**src/wao_pkg.sv**
```systemverilog
// Package for the word add with overflow trap datapath step.
// Assumes a pipeline that supplies decoded instruction words and register reads.
package wao_pkg;
    // ************************************************************
    // Instruction field layout
    // ************************************************************
    localparam int unsigned WAO_XLEN      = 32;
    localparam int unsigned WAO_IW        = 32;
    localparam int unsigned WAO_RW        = 5;
    localparam int unsigned WAO_OPC_HI    = 31;
    localparam int unsigned WAO_OPC_LO    = 26;
    localparam int unsigned WAO_A_HI      = 25;
    localparam int unsigned WAO_A_LO      = 21;
    localparam int unsigned WAO_B_HI      = 20;
    localparam int unsigned WAO_B_LO      = 16;
    localparam int unsigned WAO_D_HI      = 15;
    localparam int unsigned WAO_D_LO      = 11;
    localparam int unsigned WAO_SH_HI     = 10;
    localparam int unsigned WAO_SH_LO     = 6;
    localparam int unsigned WAO_FN_HI     = 5;
    localparam int unsigned WAO_FN_LO     = 0;
    localparam logic [5:0]  WAO_OPC_SPEC  = 6'h00;
    localparam logic [5:0]  WAO_FN_TRAP   = 6'h20;
    localparam logic [5:0]  WAO_FN_NOTRAP = 6'h21;
    localparam logic [4:0]  WAO_SH_ZERO   = 5'h00;
    localparam logic [31:0] WAO_WORD_ZERO = 32'h00000000;
    localparam logic [4:0]  WAO_REG_ZERO  = 5'h00;
    // ************************************************************
    // Operation states
    // ************************************************************
    typedef enum logic [2:0] {
        WAO_IDLE  = 3'h1,
        WAO_WRITE = 3'h2,
        WAO_TRAP  = 3'h4
    } wao_state_t;
endpackage

```
**src/wao_word_add.sv**
```systemverilog
// Word add datapath step with optional overflow trap, at most one result per issue.
// Assumes register-file read data arrives with the issue on the same clock.
`timescale 1ns/1ps
module wao_word_add
    import wao_pkg::*;
(
    input  wire logic                       clk_sys,
    input  wire logic                       resetn,
    input  wire logic                       issue_valid,
    input  wire logic [wao_pkg::WAO_IW-1:0] instr_word,
    output logic      [wao_pkg::WAO_RW-1:0] operand_a_field,
    output logic      [wao_pkg::WAO_RW-1:0] operand_b_field,
    input  wire logic [wao_pkg::WAO_XLEN-1:0] operand_a_data,
    input  wire logic [wao_pkg::WAO_XLEN-1:0] operand_b_data,
    output logic                            rf_wr_en,
    output logic      [wao_pkg::WAO_RW-1:0] rf_wr_addr,
    output logic      [wao_pkg::WAO_XLEN-1:0] rf_wr_data,
    output logic                            ovf_exception,
    output logic                            field_violation
);
    import wao_pkg::*;

    // ************************************************************
    // Decode
    // ************************************************************
    // Read ports are combinational selects so data returns in the issue cycle
    assign operand_a_field = instr_word[WAO_A_HI:WAO_A_LO];
    assign operand_b_field = instr_word[WAO_B_HI:WAO_B_LO];

    function automatic logic is_fn(input logic [WAO_IW-1:0] iw, input logic [5:0] fn);
        is_fn = (iw[WAO_OPC_HI:WAO_OPC_LO] == WAO_OPC_SPEC) && (iw[WAO_FN_HI:WAO_FN_LO] == fn);
    endfunction

    logic                is_trap;
    logic                is_notrap;
    logic [WAO_XLEN:0]   ext_sum;
    logic                ovf;
    logic                sh_bad;

    always_comb begin
        is_trap   = issue_valid && is_fn(instr_word, WAO_FN_TRAP);
        is_notrap = issue_valid && is_fn(instr_word, WAO_FN_NOTRAP);
        ext_sum   = {operand_a_data[WAO_XLEN-1], operand_a_data}
                  + {operand_b_data[WAO_XLEN-1], operand_b_data};
        ovf       = ext_sum[WAO_XLEN] != ext_sum[WAO_XLEN-1];
        // Nonzero shift field: result still produced, only flagged, since any outcome is allowed
        sh_bad    = (is_trap || is_notrap)
                  && (instr_word[WAO_SH_HI:WAO_SH_LO] != WAO_SH_ZERO);
    end

    // ************************************************************
    // Result state
    // ************************************************************
    wao_state_t            state_ff, nxt_state;
    logic                  rf_wr_en_ff, nxt_rf_wr_en;
    logic [WAO_RW-1:0]     rf_wr_addr_ff, nxt_rf_wr_addr;
    logic [WAO_XLEN-1:0]   rf_wr_data_ff, nxt_rf_wr_data;
    logic                  ovf_ff, nxt_ovf;
    logic                  fv_ff, nxt_fv;

    always_comb begin
        nxt_state      = WAO_IDLE;
        nxt_rf_wr_en   = 1'b0;
        nxt_rf_wr_addr = WAO_REG_ZERO;
        nxt_rf_wr_data = WAO_WORD_ZERO;
        nxt_ovf        = 1'b0;
        nxt_fv         = sh_bad;
        if (is_trap && ovf) begin
            nxt_state = WAO_TRAP;
            nxt_ovf   = 1'b1;
        end else if (is_trap || is_notrap) begin
            nxt_state      = WAO_WRITE;
            nxt_rf_wr_en   = 1'b1;
            nxt_rf_wr_addr = instr_word[WAO_D_HI:WAO_D_LO];
            nxt_rf_wr_data = ext_sum[WAO_XLEN-1:0];
        end
    end

    always_ff @(posedge clk_sys or negedge resetn) begin
        if (!resetn) begin
            state_ff      <= WAO_IDLE;
            rf_wr_en_ff   <= 1'b0;
            rf_wr_addr_ff <= WAO_REG_ZERO;
            rf_wr_data_ff <= WAO_WORD_ZERO;
            ovf_ff        <= 1'b0;
            fv_ff         <= 1'b0;
        end else begin
            state_ff      <= nxt_state;
            rf_wr_en_ff   <= nxt_rf_wr_en;
            rf_wr_addr_ff <= nxt_rf_wr_addr;
            rf_wr_data_ff <= nxt_rf_wr_data;
            ovf_ff        <= nxt_ovf;
            fv_ff         <= nxt_fv;
        end
    end

    assign rf_wr_en        = rf_wr_en_ff;
    assign rf_wr_addr      = rf_wr_addr_ff;
    assign rf_wr_data      = rf_wr_data_ff;
    assign ovf_exception   = ovf_ff;
    assign field_violation = fv_ff;

    // ************************************************************
    // Checks
    // ************************************************************
    logic [WAO_XLEN-1:0] ref_sum;
    assign ref_sum = operand_a_data + operand_b_data;

    property p_sum;
        @(posedge clk_sys) disable iff (!resetn)
        (is_trap || is_notrap) && !(is_trap && ovf) |=> rf_wr_data == $past(ref_sum);
    endproperty
    a_sum: assert property (p_sum) else $error("sum mismatch");

    property p_trap_nowrite;
        @(posedge clk_sys) disable iff (!resetn)
        is_trap && (operand_a_data[WAO_XLEN-1] == operand_b_data[WAO_XLEN-1])
            && (ref_sum[WAO_XLEN-1] != operand_a_data[WAO_XLEN-1])
            |=> ovf_exception && !rf_wr_en;
    endproperty
    a_trap_nowrite: assert property (p_trap_nowrite) else $error("overflow not trapped");

    property p_write;
        @(posedge clk_sys) disable iff (!resetn)
        is_trap && !ovf |=> rf_wr_en && !ovf_exception
            && rf_wr_addr == $past(instr_word[WAO_D_HI:WAO_D_LO]);
    endproperty
    a_write: assert property (p_write) else $error("missing result write");

    property p_shift;
        @(posedge clk_sys) disable iff (!resetn)
        issue_valid && instr_word[WAO_SH_HI:WAO_SH_LO] != WAO_SH_ZERO
            && (is_trap || is_notrap) |=> field_violation;
    endproperty
    a_shift: assert property (p_shift) else $error("shift field not flagged");

    property p_notrap;
        @(posedge clk_sys) disable iff (!resetn)
        is_notrap |=> rf_wr_en && !ovf_exception;
    endproperty
    a_notrap: assert property (p_notrap) else $error("non-trapping add trapped");

    property p_excl;
        @(posedge clk_sys) disable iff (!resetn)
        !(rf_wr_en && ovf_exception);
    endproperty
    a_excl: assert property (p_excl) else $error("write and trap together");

    property p_ovf_sign;
        @(posedge clk_sys) disable iff (!resetn)
        ovf_exception |-> $past(operand_a_data[WAO_XLEN-1]) == $past(operand_b_data[WAO_XLEN-1]);
    endproperty
    a_ovf_sign: assert property (p_ovf_sign) else $error("trap with unlike signs");

    property p_idle;
        @(posedge clk_sys) disable iff (!resetn)
        !issue_valid |=> !rf_wr_en && !ovf_exception;
    endproperty
    a_idle: assert property (p_idle) else $error("action without issue");

    // Unlike signs can never overflow, so these must always write
    property p_no_false_trap;
        @(posedge clk_sys) disable iff (!resetn)
        is_trap && (operand_a_data[WAO_XLEN-1] != operand_b_data[WAO_XLEN-1])
            |=> rf_wr_en && !ovf_exception;
    endproperty
    a_no_false_trap: assert property (p_no_false_trap) else $error("false trap");

    property p_keep_sign;
        @(posedge clk_sys) disable iff (!resetn)
        is_trap && (ref_sum[WAO_XLEN-1] == operand_a_data[WAO_XLEN-1])
            |=> rf_wr_en && !ovf_exception;
    endproperty
    a_keep_sign: assert property (p_keep_sign) else $error("trap without sign flip");

    property p_refused;
        @(posedge clk_sys) disable iff (!resetn)
        issue_valid && (instr_word[WAO_OPC_HI:WAO_OPC_LO] != WAO_OPC_SPEC
            || (instr_word[WAO_FN_HI:WAO_FN_LO] != WAO_FN_TRAP
                && instr_word[WAO_FN_HI:WAO_FN_LO] != WAO_FN_NOTRAP))
            |=> !rf_wr_en && !ovf_exception && !field_violation;
    endproperty
    a_refused: assert property (p_refused) else $error("action on foreign code");

    property p_nt_addr;
        @(posedge clk_sys) disable iff (!resetn)
        is_notrap |=> rf_wr_addr == $past(instr_word[WAO_D_HI:WAO_D_LO]);
    endproperty
    a_nt_addr: assert property (p_nt_addr) else $error("wrong result register");

    property p_quiet_data;
        @(posedge clk_sys) disable iff (!resetn)
        !rf_wr_en |-> rf_wr_data == WAO_WORD_ZERO;
    endproperty
    a_quiet_data: assert property (p_quiet_data) else $error("data without write");

    property p_fv_cause;
        @(posedge clk_sys) disable iff (!resetn)
        field_violation |-> $past(issue_valid)
            && $past(instr_word[WAO_SH_HI:WAO_SH_LO]) != WAO_SH_ZERO;
    endproperty
    a_fv_cause: assert property (p_fv_cause) else $error("spurious field flag");

    property p_cause;
        @(posedge clk_sys) disable iff (!resetn)
        rf_wr_en || ovf_exception |-> $past(issue_valid);
    endproperty
    a_cause: assert property (p_cause) else $error("answer without issue");

    // One-hot state mirrors the outputs; a stray code would mean a lost answer
    property p_state;
        @(posedge clk_sys) disable iff (!resetn)
        $onehot(state_ff) && ((state_ff == WAO_WRITE) == rf_wr_en)
            && ((state_ff == WAO_TRAP) == ovf_exception);
    endproperty
    a_state: assert property (p_state) else $error("state and outputs disagree");

    // ************************************************************
    // Coverage
    // ************************************************************

    c_trap:   cover property (@(posedge clk_sys) disable iff (!resetn) ovf_exception);
    c_write:  cover property (@(posedge clk_sys) disable iff (!resetn) rf_wr_en);
    c_nt_ovf: cover property (@(posedge clk_sys) disable iff (!resetn) is_notrap && ovf);
    c_b2b:    cover property (@(posedge clk_sys) disable iff (!resetn) rf_wr_en ##1 ovf_exception);
endmodule

```
**config.mk**
```make
export PLATFORM = sky130hd
export DESIGN_NAME = wao_word_add
export DESIGN_NICKNAME = d
export VERILOG_FILES = /design/src/wao_pkg.sv /design/src/wao_word_add.sv
export SDC_FILE = /design/constraint.sdc
export NUM_CORES = 1
export LEC_CHECK = 0
export ABC_AREA = 1
export BUFFER_PORTS_ARGS = -buffer_cell sky130_fd_sc_hd__buf_2
export CORE_UTILIZATION = 53
export CTS_CLUSTER_DIAMETER = 50
export DETAILED_ROUTE_END_ITERATION = 8
export GPL_ROUTABILITY_DRIVEN = 0
export HOLD_SLACK_MARGIN = 0.1
export PLACE_DENSITY_LB_ADDON = 0.08
export SLEW_MARGIN = 0
export SYNTH_ARGS = -nofsm -noshare
export SYNTH_HDL_FRONTEND = slang
export SYNTH_SLANG_ARGS = --single-unit
```
**constraint.sdc**
```tcl
create_clock -name clk_sys -period 0.8 [get_ports clk_sys]
set_clock_uncertainty 0.05 [all_clocks]
set_input_delay 0.04 -clock clk_sys [delete_from_list [all_inputs] [get_ports clk_sys]]
set_output_delay 0.04 -clock clk_sys [all_outputs]
set_load 0.01 [all_outputs]
```
==> results of run 1 <==
logic make-up after synthesis:
kind of cell / count (synthesis) / share of synthesized area, %
flops: 40 / 28.5
buf+inv: 86 / 10.9
simple gates: 302 / 35.1
compound gates: 54 / 8.55
fa+ha+maj: 33 / 12.0
xor+xnor: 20 / 4.99
layer usage:
metal | GRT overflow | global-route usage, %
met2 | 209 | 113
met1 | 0 | 83.2
met3 | 3 | 62.2
met4 | 115 | 109
met5 | 0 | 12.1
per-stage QoR:
stage | utilization (%) | instance area (um2) | hold WS [ns] | setup TNS (ns) | setup slack [ns]
detailed placement | 79.5 | 5070 | -0.179 | -48.05 | -1.26
floorplan | - | 3530 | -0.306 | -36.32 | -0.978
CTS | 92.2 | 5890 | -0.0238 | -37.12 | -0.898
global placement | 79.5 | 5070 | -0.185 | -43.73 | -1.13
synth_stat cells:
cell                        count  share of area, %
sky130_fd_sc_hd__o21bai_1       7               1.5
sky130_fd_sc_hd__buf_4         10               2.1
sky130_fd_sc_hd__nor4_1         1              0.18
sky130_fd_sc_hd__nand3_1       16               2.3
sky130_fd_sc_hd__o21a_1         2              0.43
sky130_fd_sc_hd__or2_1          1              0.18
sky130_fd_sc_hd__o2111ai_1      2              0.50
sky130_fd_sc_hd__or4_1          1              0.21
sky130_fd_sc_hd__xor2_1         7               1.7
sky130_fd_sc_hd__buf_6          3              0.96
sky130_fd_sc_hd__fa_1           1              0.57
sky130_fd_sc_hd__ha_1          32                11
sky130_fd_sc_hd__xnor2_1       13               3.2
sky130_fd_sc_hd__nand2_1      164                18
sky130_fd_sc_hd__nor2_2         1              0.18
sky130_fd_sc_hd__o21ai_0        7               1.0
sky130_fd_sc_hd__dfrtp_1       40                28
sky130_fd_sc_hd__nand2_2        4              0.71
sky130_fd_sc_hd__nand3b_1       7               1.5
sky130_fd_sc_hd__buf_2          1              0.14
sky130_fd_sc_hd__and2_1         2              0.36
sky130_fd_sc_hd__a21oi_1       36               5.1
sky130_fd_sc_hd__nor2_1        88               9.4
sky130_fd_sc_hd__nand4_1        4              0.71
sky130_fd_sc_hd__nor3_1        13               1.9
sky130_fd_sc_hd__inv_1         72               7.7
timing repair:
| item | in CTS |
|---|---|
| setup buffers | 10 |
| hold buffers | 18 |
| endpoints found under the hold margin | 58 |
| resized for setup | 78 |
| pin swaps | 8 |
| endpoints found under the setup margin | 80 |
| gates cloned | 3 |
==> flow_summary.toml, run 1 <==
[clocking]
tritoncts_num_sinks = 40
cts_buffers = 5
clk_path_buf_depth = 2
cts-root-buf = "sky130_fd_sc_hd__clkbuf_8"
h-tree-depth = 2

[run_status]
toolErrorMsg = "[ERROR GRT-0232] Routing congestion too high. Check the congestion heatmap in the GUI."
last-stage-reached = "5_1_grt"
outcome = "stopped before the end"

[grt]
largest_net_degree_at_the_start_of_global_routing = 37
grt-ovfl-total = 327
grt_usage_pct = 88.9

[synth]
synth_seq_area_share_pct = 28.5
post_synth.cell_area_avg_um2 = 6.57
synth.distinct_cells = 26
postSynthNetCount = 667
syn-cell-area_mm2 = 0.00351
synth_warnings = 0
syn-instance-count = 535
synth_seq_cells = 40

[die]
die_w_um = 83.4
std_cell_rows = 29
initial_cell_density_of_the_core_pct = 55.0
die_h_um = 83.4
io_pins = 149

[timing]
grt-worst-endpoint = "rf_wr_data[17]$_DFF_PN0_/D"
timing.repair.worst_endpoint_type = "sequential cell input"

[placement]
io_buffer_count = 128
place_hpwl_um = 8870
placed_cells = 845
==> run 2, diff against run 1 <==
Settings changed: CORE_UTILIZATION 53 to 39, CTS_CLUSTER_DIAMETER 50 to not set, HOLD_SLACK_MARGIN 0.1 to not set, PLACE_DENSITY_LB_ADDON 0.08 to 0.15.
==> run 2 against run 1 <==
The flow now finishes, with violations (setup timing). Synthesized cell count unchanged. Area after synthesis unchanged.
==> flow_summary.toml, run 2 <==
[clocking]
clk_pin_slew_ns = 0.07
cts_buffers = 5
clk_path_buf_depth = 2
cts-root-buf = "sky130_fd_sc_hd__clkbuf_8"
h-tree-depth = 2
tritoncts_num_sinks = 40
tritoncts = "yes"

[synth]
syn-instance-count = 535
share_of_flip_flops_with_an_asynchronous_set_or_reset_pct = 100
synth.distinct_cells = 26
synth.most_common_cell = "sky130_fd_sc_hd__nand2_1"
synth_seq_area_share_pct = 28.5
synth_warnings = 0
yosys_most_used_dff = "sky130_fd_sc_hd__dfrtp_1"
netlist_top_cells_area = "sky130_fd_sc_hd__dfrtp_1 28%, sky130_fd_sc_hd__nand2_1 18%, sky130_fd_sc_hd__ha_1 11%"
number_of_flops_mapped_to_enable_cells_by_yosys = 0
syn-cell-area_mm2 = 0.00351
yosysTopAreaCellShare_pct = 28.5
synth_area_leader_cell = "sky130_fd_sc_hd__dfrtp_1"
post_synth.cell_area_avg_um2 = 6.57
synth_seq_cells = 40
postSynthNetCount = 667
synth_commonest_cells = "164 x sky130_fd_sc_hd__nand2_1, 88 x sky130_fd_sc_hd__nor2_1, 72 x sky130_fd_sc_hd__inv_1, 40 x sky130_fd_sc_hd__dfrtp_1, 36 x sky130_fd_sc_hd__a21oi_1"

[route]
drt-vias-per-instance = 4.70
drtIter0Drc = 177
post-route-drc-count = 0
first_pass_detailed_route_iteration_total = 4
postRouteWirelength_um = 11400
post_drt_wl_per_cell_um = 12.5
drt.antenna.violating_nets = 0
routed_via_count = 4287

[run_status]
failing_checks = "setup timing"
outcome = "finished with violations"

[finish]
instances_no_fill = 913
diodes_inserted = 0
most_used_cells_in_the_layout_excluding_fill_and_tap_cells = "148 x sky130_fd_sc_hd__nand2_1, 131 x sky130_fd_sc_hd__buf_4, 123 x sky130_fd_sc_hd__buf_2"
final_common_cell = "sky130_fd_sc_hd__nand2_1"
post-route-util_pct = 68.8
number_of_flip_flops_in_the_largest_register = 32
drive_above_1_share_pct = 47.3
finalNetCount = 936
p_r_area_growth_vs_syn_pct = 70.7

[timing]
finalHoldWorstSlack_ns = 0.000856
slew_headroom_pct = 73.7
rsz0062_at_grt = "yes"
final_min_period_over_clock_period_pct = 210
report.final.setup_viol = 80
max_freq_mhz = 594
timing.final.max_slew_violations = 0
post-route-worst-setup-slack_ns = -0.883
period_minus_slack_ns = 1.68
max_slew.worst_pin.slew_ns = 0.392
finalHoldViolations = 0

[power_and_ir_drop]
finalPower_mw = 6.73
p_comb_share_pct = 49.8
pwr-share-seq_pct = 30.0
maximum_vdd_drop_mv = 0.541
clock_power_share_pct = 20.2
net_switching_fraction_of_the_power_pct = 34.2
net-switching-power_mw = 2.30
power_leakage_nw = 3.32
pwr_density_cell_mw_per_mm2 = 1120
cellInternalPower_mw = 4.43

[worst_setup_path]
cpPeakStageDelay_ns = 0.30
worstSetupEndpointType = "flop"
path_max_fanout = 7
start_kind = "primary input"
critical_path.most_common_cell = "sky130_fd_sc_hd__nand2_1"
crit_slowest_cell = "sky130_fd_sc_hd__ha_1"
data_arrival_at_the_endpoint_of_the_critical_path_ns = 1.80
timing.setup.critical_path_class = "in -> reg"
worstPathCellList = "buf_2 -> ha_1 -> nor2_1 -> nand3b_1 -> nand2_1 -> nand2_1 -> nand2_2 -> a21oi_1 -> nand2_1 -> nand2_1 -> nand2_2 -> nand2_4 -> clkbuf_16 -> nor2_2"
timing.critical_path.required_ns = 0.92

[die]
initial_cell_density_of_the_core_pct = 40.3
io_pins = 149
std_cell_rows = 34
die_h_um = 96.9
core-area_mm2 = 0.00872
die_area_mm2 = 0.00939
die_w_um = 96.9

[placement]
io_buffer_count = 128
placed_cells = 882
place_hpwl_um = 8870

[grt]
largest_net_degree_at_the_start_of_global_routing = 33
grt_pass1_vias = 4137
grt_antenna_before_repair = 0
grt_first_pass_wirelength_um = 18200
grt-ovfl-total = 0
grt_usage_pct = 23.5

[flow_run]
max_cap_viol_count = 0

[min_path]
worstHoldPathType = "in -> reg"
[run 2: cell counts after synthesis]
No cell type changed its count.
[run 2: final cells by class]
cell class | instances | area, um2
timing repair buffer | 276 | 1890
inverter | 72 | 273
clock buffer | 8 | 90.1
sequential | 40 | 1000
multi-input combinational | 409 | 2610
fill | 759 | 2720
tap | 108 | 135
[run 2: final timing paths]
kind / startpoint / to / slack [ns] / cells past startpoint
max: operand_a_data[2] / rf_wr_data[17] / -0.88 / 14
min: instr_word[8] / field_violation / 0.0009 / 3
max in group asynchronous: resetn / field_violation / 0.17 / 3
min in group asynchronous: resetn / rf_wr_data[6] / 0.10 / 2
[run 2: logic make-up after synthesis]
logic type,Yosys count,share of synthesized area [%]
AND/OR/NAND/NOR,302,35.1
adder cells (fa/ha/maj),33,12.0
XOR/XNOR,20,4.99
flip-flops,40,28.5
buffers and inverters,86,10.9
AO/OA/AOI/OAI,54,8.55
[run 2: critical path: cells and delay by family]
| kind | cells | cell delay, ns |
|---|---|---|
| compound gates | 1 | 0.16 |
| fa+ha+maj | 1 | 0.30 |
| buf+inv | 2 | 0.28 |
| simple gates | 10 | 1.02 |
[run 2: metrics by stage]
stage | TNS [ns] | area, um2 | setup slack, ns
5_1_grt | -42.86 | 6000 | -1.02
4_1_cts | -34.85 | 5620 | -0.845
3_3_place_gp | -46.06 | 5160 | -1.19
6_report | -36.15 | 6000 | -0.883
2_1_floorplan | -36.32 | 3530 | -0.978
3_5_place_dp | -46.95 | 5160 | -1.23
[run 2: power by group through the flow]
stage / logic [mW] / clock network (mW) / registers [mW]
final: 3.35 / 1.36 / 2.02
after detailed placement: 2.84 / 0 / 2.06
after global placement: 2.81 / 0 / 2.06
after floorplan: 1.40 / 0 / 2.06
after CTS: 3.09 / 1.38 / 2.02
after global routing: 3.69 / 1.49 / 2.02
[run 2: layer usage]
layer | vias up | GRT usage (%) | routed length [um]
met4 | 0 | 5.97 | 169
met2 | 135 | 39.5 | 5260
li1 | 2212 | - | -
met3 | 18 | 2.53 | 606
met5 | - | 0 | 0
met1 | 1922 | 32.3 | 5350
[run 2: timing repair]
item                                    CTS  global route
gates resized for setup                  46            74
hold endpoints to repair                 46             0
hold buffers                              8             0
pin swaps                                 4            13
setup buffers                             6             6
gates cloned                              1             3
endpoints found under the setup margin   80            80
(Power assumes the default switching activity.)
==> run 3, diff against run 2 <==
Settings changed: BUFFER_PORTS_ARGS -buffer_cell sky130_fd_sc_hd__buf_2 to not set, DONT_BUFFER_PORTS set to 1.
==> run 3 against run 2 <==
The run ends with hold timing, setup timing left. Non-clock buffer count shrank 126. Sequential power hardly changed. Sequential share of layout area rose by 1.9 points. Combinational power decreased by 6.3%. Flip-flop and latch count did not move. Via count decreased by 11%. Die area did not move. Clock power fell by 7%. Hold slack got worse by 0.61 ns. Fmax grew 5.8%. Design area down 10%. Critical path depth rose by 1. Critical path type unchanged. Highest routed layer unchanged.
==> flow_summary.toml, run 3 (synthesis results as in run 2) <==
[die]
std_cell_rows = 34
die_area_mm2 = 0.00939
core-area_mm2 = 0.00872
die_w_um = 96.9
io_pins = 149
die_h_um = 96.9
initial_cell_density_of_the_core_pct = 40.3

[grt]
grt-ovfl-total = 0
grt_usage_pct = 22.4
globalRouteMet1Util_pct = 31.3
grt_pass1_vias = 3722
largest_net_degree_at_the_start_of_global_routing = 41
grt_util_met3_pct = 2.75
grt_antenna_before_repair = 0
most_utilized_layer_in_the_global_route_result = "met2"
grt_first_pass_wirelength_um = 17200
groute.layer.met2.usage_pct = 36.7

[finish]
area_taken_by_multi_input_logic_gates_mm2 = 0.00267
drive_above_1_share_pct = 36.8
layout.area.seq_mm2 = 0.00100
instances_no_fill = 787
number_of_flip_flops_in_the_largest_register = 32
p_r_area_growth_vs_syn_pct = 53.6
num-fill-cells = 780
final_common_cell = "sky130_fd_sc_hd__nand2_1"
most_used_cells_in_the_layout_excluding_fill_and_tap_cells = "145 x sky130_fd_sc_hd__nand2_1, 132 x sky130_fd_sc_hd__buf_4, 69 x sky130_fd_sc_hd__inv_1"
post-route-util_pct = 61.9
finish.instance_area_mm2 = 0.00540
finalNetCount = 810
diodes_inserted = 0

[timing]
finalHoldViolations = 42
max_slew.worst_pin.slew_ns = 0.436
post-route-worst-setup-slack_ns = -0.790
period_minus_slack_ns = 1.59
timing.setup.tns_ns = -29.58
finalHoldWorstSlack_ns = -0.608
timing.final.max_slew_violations = 0
slew_headroom_pct = 70.8
max_freq_mhz = 629
report.final.setup_viol = 40
final_min_period_over_clock_period_pct = 199
rsz0062_at_grt = "yes"

[worst_setup_path]
worstSetupEndpointType = "flop"
worstPathCellList = "ha_2 -> nand2_1 -> inv_1 -> nand2_1 -> nor2_1 -> nand2_1 -> nand2_2 -> nand2_1 -> nand2_1 -> nand2_1 -> nand2_2 -> nand2_4 -> nand2_8 -> clkbuf_16 -> nor2_2"
crit_slowest_cell = "sky130_fd_sc_hd__ha_2"
critical_path.most_common_cell = "sky130_fd_sc_hd__nand2_1"
timing.setup.critical_path_class = "in -> reg"
data_arrival_at_the_endpoint_of_the_critical_path_ns = 1.71
path_max_fanout = 6
cpPeakStageDelay_ns = 0.36
timing.critical_path.required_ns = 0.92
start_kind = "primary input"

[clocking]
clk_path_buf_depth = 2
tritoncts = "yes"
h-tree-depth = 2
cts-root-buf = "sky130_fd_sc_hd__clkbuf_8"
postCtsHoldBufs = 11
cts_buffers = 5
tritoncts_num_sinks = 40
clk_pin_slew_ns = 0.07

[power_and_ir_drop]
pwr_density_cell_mw_per_mm2 = 1190
finalPower_mw = 6.42
power_leakage_nw = 2.78
maximum_vdd_drop_mv = 0.515

[route]
postRouteWirelength_um = 11200
drtIter0Drc = 125
routed_via_count = 3834
drt-vias-per-instance = 4.87
drt.antenna.violating_nets = 0
post_drt_wl_per_cell_um = 14.3
post-route-drc-count = 0
first_pass_detailed_route_iteration_total = 4

[placement]
place_hpwl_um = 8500
placed_area_mm2 = 0.00451
placed_cells = 754
io_buffer_count = 0
post-place-ws_ns = -1.13

[run_status]
failing_checks = "hold timing, setup timing"
outcome = "finished with violations"

[flow_run]
max_cap_viol_count = 0

[min_path]
worstHoldPathType = "in -> async"
-- run 3: cell count changes in the layout (fill, tap and decap cells not counted), moves of 6 or more --
cell | previous run | this run
sky130_fd_sc_hd__nor2_2 | 41 | 25
sky130_fd_sc_hd__nor2_1 | 45 | 54
sky130_fd_sc_hd__nor2_4 | 3 | 10
sky130_fd_sc_hd__buf_2 | 123 | 0
sky130_fd_sc_hd__buf_6 | 9 | 3
-- run 3: where the power goes --
group	internal, mW	switching [mW]	total [mW]
logic	1.60	1.54	3.14
clock network	0.622	0.641	1.26
registers	2.02	0.000383	2.02
total	4.24	2.18	6.42
-- run 3: critical path, delay by kind of cell --
family	cells	cell delay, ns
and+or+nand+nor	12	1.05
adders and majority gates	1	0.36
buffers and inverters	2	0.26
-- run 3: layout make-up --
| cell class | instances | share of cell area (%) |
|---|---|---|
| multi-input combinational | 409 | 49.5 |
| tap | 108 | 2.50 |
| sequential | 40 | 18.6 |
| clock inverter | 1 | 0.162 |
| timing repair buffer | 150 | 22.8 |
| inverter | 72 | 5.01 |
| clock buffer | 7 | 1.41 |
-- run 3: repair_timing --
item                                    4_1_cts  5_1_grt
gates resized for setup                      46       75
hold endpoints to repair                     48       41
pin swaps                                     4       17
endpoints found under the setup margin       49       72
buffers inserted                              6        4
gates cloned                                  2        2
-- run 3: worst paths after layout --
kind | start | end | slack, ns | cells past startpoint
max | operand_b_data[7] | rf_wr_data[5] | -0.79 | 15
min | resetn | rf_wr_data[8] | -0.61 | 0
max in group asynchronous | resetn | field_violation | 1.21 | 0
min in group clk_sys | instr_word[0] | ovf_exception | -0.06 | 3
-- run 3: per-layer routing --
| layer | up-vias | part of all wire [%] |
|---|---|---|
| met4 | 0 | 0.95 |
| li1 | 1955 | - |
| met2 | 125 | 47 |
| met3 | 14 | 5.1 |
| met1 | 1740 | 47 |
| met5 | - | 0 |
==> run 4, diff against run 3 <==
Settings changed: ABC_AREA 1 to not set.
Clock period 0.8 ns to 1.4 ns, I/O delays scaled along.
==> run 4 against run 3 <==
Via count down 22%. Clock-buffer cell count down 2. Routed wire length down 22%. Critical path type unchanged. Sequential power down 43%. Total power down 43%. The run ends with setup timing left. Largest cell class unchanged. Clock power down 11%. Flip-flop and latch count unchanged. Critical path depth down 3. Utilization down 3.4 points. Synthesized cell count down 35%. Sequential share of layout area up 3.3 points.
==> flow_summary.toml, run 4 <==
[grt]
largest_net_degree_at_the_start_of_global_routing = 41
grt_antenna_before_repair = 0
grt_pass1_vias = 2878
grt-ovfl-total = 0
grt_first_pass_wirelength_um = 13700
grt_usage_pct = 20.3

[worst_setup_path]
worstPathCellList = "ha_4 -> inv_2 -> fa_2 -> nand2b_4 -> a21o_1 -> a31oi_4 -> o211ai_4 -> a21oi_4 -> nor4_4 -> buf_4 -> nor4_2 -> buf_4"
data_arrival_at_the_endpoint_of_the_critical_path_ns = 2.24
cpPeakStageDelay_ns = 0.35
path_max_fanout = 15
timing.critical_path.max_delay_family = "compound AO/OA/AOI/OAI gates"
crit_slowest_cell = "sky130_fd_sc_hd__fa_2"
worstSetupEndpointType = "flop"
timing.setup.critical_path_class = "in -> reg"
start_kind = "primary input"
critical_path.most_common_cell = "sky130_fd_sc_hd__buf_4"
timing.critical_path.required_ns = 1.59
critPathLaunch = "operand_a_data[0]"
crit_buf_inv = 3

[synth]
yosys_most_used_dff = "sky130_fd_sc_hd__dfrtp_1"
synth_seq_area_share_pct = 31.1
netlist_top_cells_area = "sky130_fd_sc_hd__dfrtp_1 31%, sky130_fd_sc_hd__ha_1 12%, sky130_fd_sc_hd__a21oi_1 4.5%"
postSynthNetCount = 478
synth_seq_cells = 40
synth-compound-area-share_pct = 20.8
synth.most_common_cell = "sky130_fd_sc_hd__dfrtp_1"
post_synth.cell_area_avg_um2 = 9.29
synth_warnings = 0
synthMuxAreaShare_pct = 0.623
number_of_flops_mapped_to_enable_cells_by_yosys = 0
share_of_flip_flops_with_an_asynchronous_set_or_reset_pct = 100
synth_top_family_by_area = "simple AND/OR/NAND/NOR gates"
synth.distinct_cells = 61
syn-cell-area_mm2 = 0.00322
syn-instance-count = 346
yosysTopAreaCellShare_pct = 31.1
synth_area_in_simple_gates_pct = 21.9
synth_commonest_cells = "40 x sky130_fd_sc_hd__dfrtp_1, 32 x sky130_fd_sc_hd__ha_1, 29 x sky130_fd_sc_hd__a21oi_1, 21 x sky130_fd_sc_hd__nand2_1, 17 x sky130_fd_sc_hd__nor4_1"
synth_area_leader_cell = "sky130_fd_sc_hd__dfrtp_1"
post_synth_xor_area_fraction_pct = 7.08
post_synth_fa_ha_maj_area_fraction_pct = 13.1

[die]
die_area_mm2 = 0.00861
die_w_um = 92.8
std_cell_rows = 32
core-area_mm2 = 0.00785
initial_cell_density_of_the_core_pct = 41.0
die_h_um = 92.8
io_pins = 149

[timing]
rsz0062_at_grt = "yes"
timing.final.max_slew_violations = 0
slew_headroom_pct = 70.6
report.final.setup_viol = 39
max_slew.worst_pin.slew_ns = 0.435
finalHoldViolations = 0
finalHoldWorstSlack_ns = 0.0715
period_minus_slack_ns = 2.05
max_freq_mhz = 488
timing.setup.tns_ns = -22.33
post-route-worst-setup-slack_ns = -0.651
final_min_period_over_clock_period_pct = 146

[power_and_ir_drop]
pwr_density_cell_mw_per_mm2 = 796
power_leakage_nw = 2.16
maximum_vdd_drop_mv = 0.348

[clocking]
tritoncts = "yes"
h-tree-depth = 2
clk_pin_slew_ns = 0.08
cts-root-buf = "sky130_fd_sc_hd__clkbuf_8"
tritoncts_num_sinks = 40
clk_path_buf_depth = 2
cts_buffers = 5

[route]
postRouteWirelength_um = 8720
drt-vias-per-instance = 5.26
first_pass_detailed_route_iteration_total = 4
drt.antenna.violating_nets = 0
routed_via_count = 2986
post-route-drc-count = 0
post_drt_wl_per_cell_um = 15.4
drtIter0Drc = 74

[placement]
io_buffer_count = 0
place_hpwl_um = 6950

[finish]
most_used_cells_in_the_layout_excluding_fill_and_tap_cells = "115 x sky130_fd_sc_hd__buf_4, 40 x sky130_fd_sc_hd__dfrtp_1, 30 x sky130_fd_sc_hd__ha_1"
p_r_area_growth_vs_syn_pct = 42.8
finalNetCount = 598
num-fill-cells = 712
diodes_inserted = 0
number_of_flip_flops_in_the_largest_register = 32
drive_above_1_share_pct = 39.1
final_common_cell = "sky130_fd_sc_hd__buf_4"

[run_status]
failing_checks = "setup timing"
outcome = "finished with violations"

[min_path]
hold_path.startpoint = "operand_b_data[1]"
worstHoldPathType = "in -> reg"

[flow_run]
max_cap_viol_count = 0
## run 4: cell count changes in the layout (fill, tap and decap cells not counted), sizes merged, moves of 8 or more
cell   delta
nor3      -8
nor4     +18
nor2     -74
o21ai    +15
and2     +16
nand3     -8
nand2   -147
buf      -17
a21o      +8
inv      -61
## run 4: worst paths after layout
| check | depth (start not counted) | slack, ns | end |
|---|---|---|---|
| min in group asynchronous | 2 | 0.20 | rf_wr_data[29] |
| max in group asynchronous | 2 | 0.91 | rf_wr_data[0] |
| min | 3 | 0.07 | rf_wr_data[1] |
| max | 12 | -0.65 | rf_wr_data[15] |
## run 4: final cells by class
| type | instances | area [um2] | area share [%] |
|---|---|---|---|
| multi-input cells | 276 | 2230 | 48.7 |
| repair buffers | 132 | 1060 | 23.0 |
| flip-flops and latches | 40 | 1000 | 21.8 |
| well taps | 102 | 128 | 2.78 |
| clock buffers | 5 | 68.8 | 1.50 |
| clock inverters | 2 | 60.1 | 1.31 |
| inverters | 11 | 41.3 | 0.899 |
## run 4: worst min-delay path: cells and delay by family
family | cells | cell delay (ns)
fa+ha+maj | 1 | 0.21
buf+inv | 1 | 0.05
simple gates | 1 | 0.05
## run 4: cells by family after synthesis
logic type	Yosys count
AND/OR/NAND/NOR	118
XOR/XNOR	26
adder cells (fa/ha/maj)	33
buffers and inverters	30
flip-flops	40
multiplexers	2
AO/OA/AOI/OAI	97
## run 4: repair_timing
action                                 in CTS  in global routing
setup endpoints to repair                  39                 39
endpoints found under the hold margin      49                  0
hold buffers                               13                  0
setup buffers                               2                  6
resized for setup                          11                 26
pin swaps                                   4                  6
## run 4: power breakdown
| group | internal, mW | leakage, nW | switching [mW] |
|---|---|---|---|
| Sequential | 1.15 | 0.559 | 0.000201 |
| Combinational | 0.711 | 1.54 | 0.670 |
| Clock | 0.702 | 0.0642 | 0.416 |
## run 4: routing by layer
metal,track usage [%],part of all wire (%),wire [um],vias to the layer above
met1,25.9,44,3850,1370
li1,-,-,-,1506
met4,6.79,2.0,174,0
met5,0,0,0,-
met2,33.4,48,4170,95
met3,4.93,6.1,528,15
## run 4: metrics by stage
step	utilization, %	power, mW	cells	setup slack (ns)	area [um2]
2_1_floorplan	-	1.92	346	-0.906	3250
3_3_place_gp	52.1	2.40	540	-1.05	4090
3_5_place_dp	52.1	2.41	540	-1.12	4090
4_1_cts	56.4	3.62	562	-0.650	4420
5_1_grt	58.5	3.87	568	-0.718	4590
6_report	58.5	3.65	568	-0.651	4590
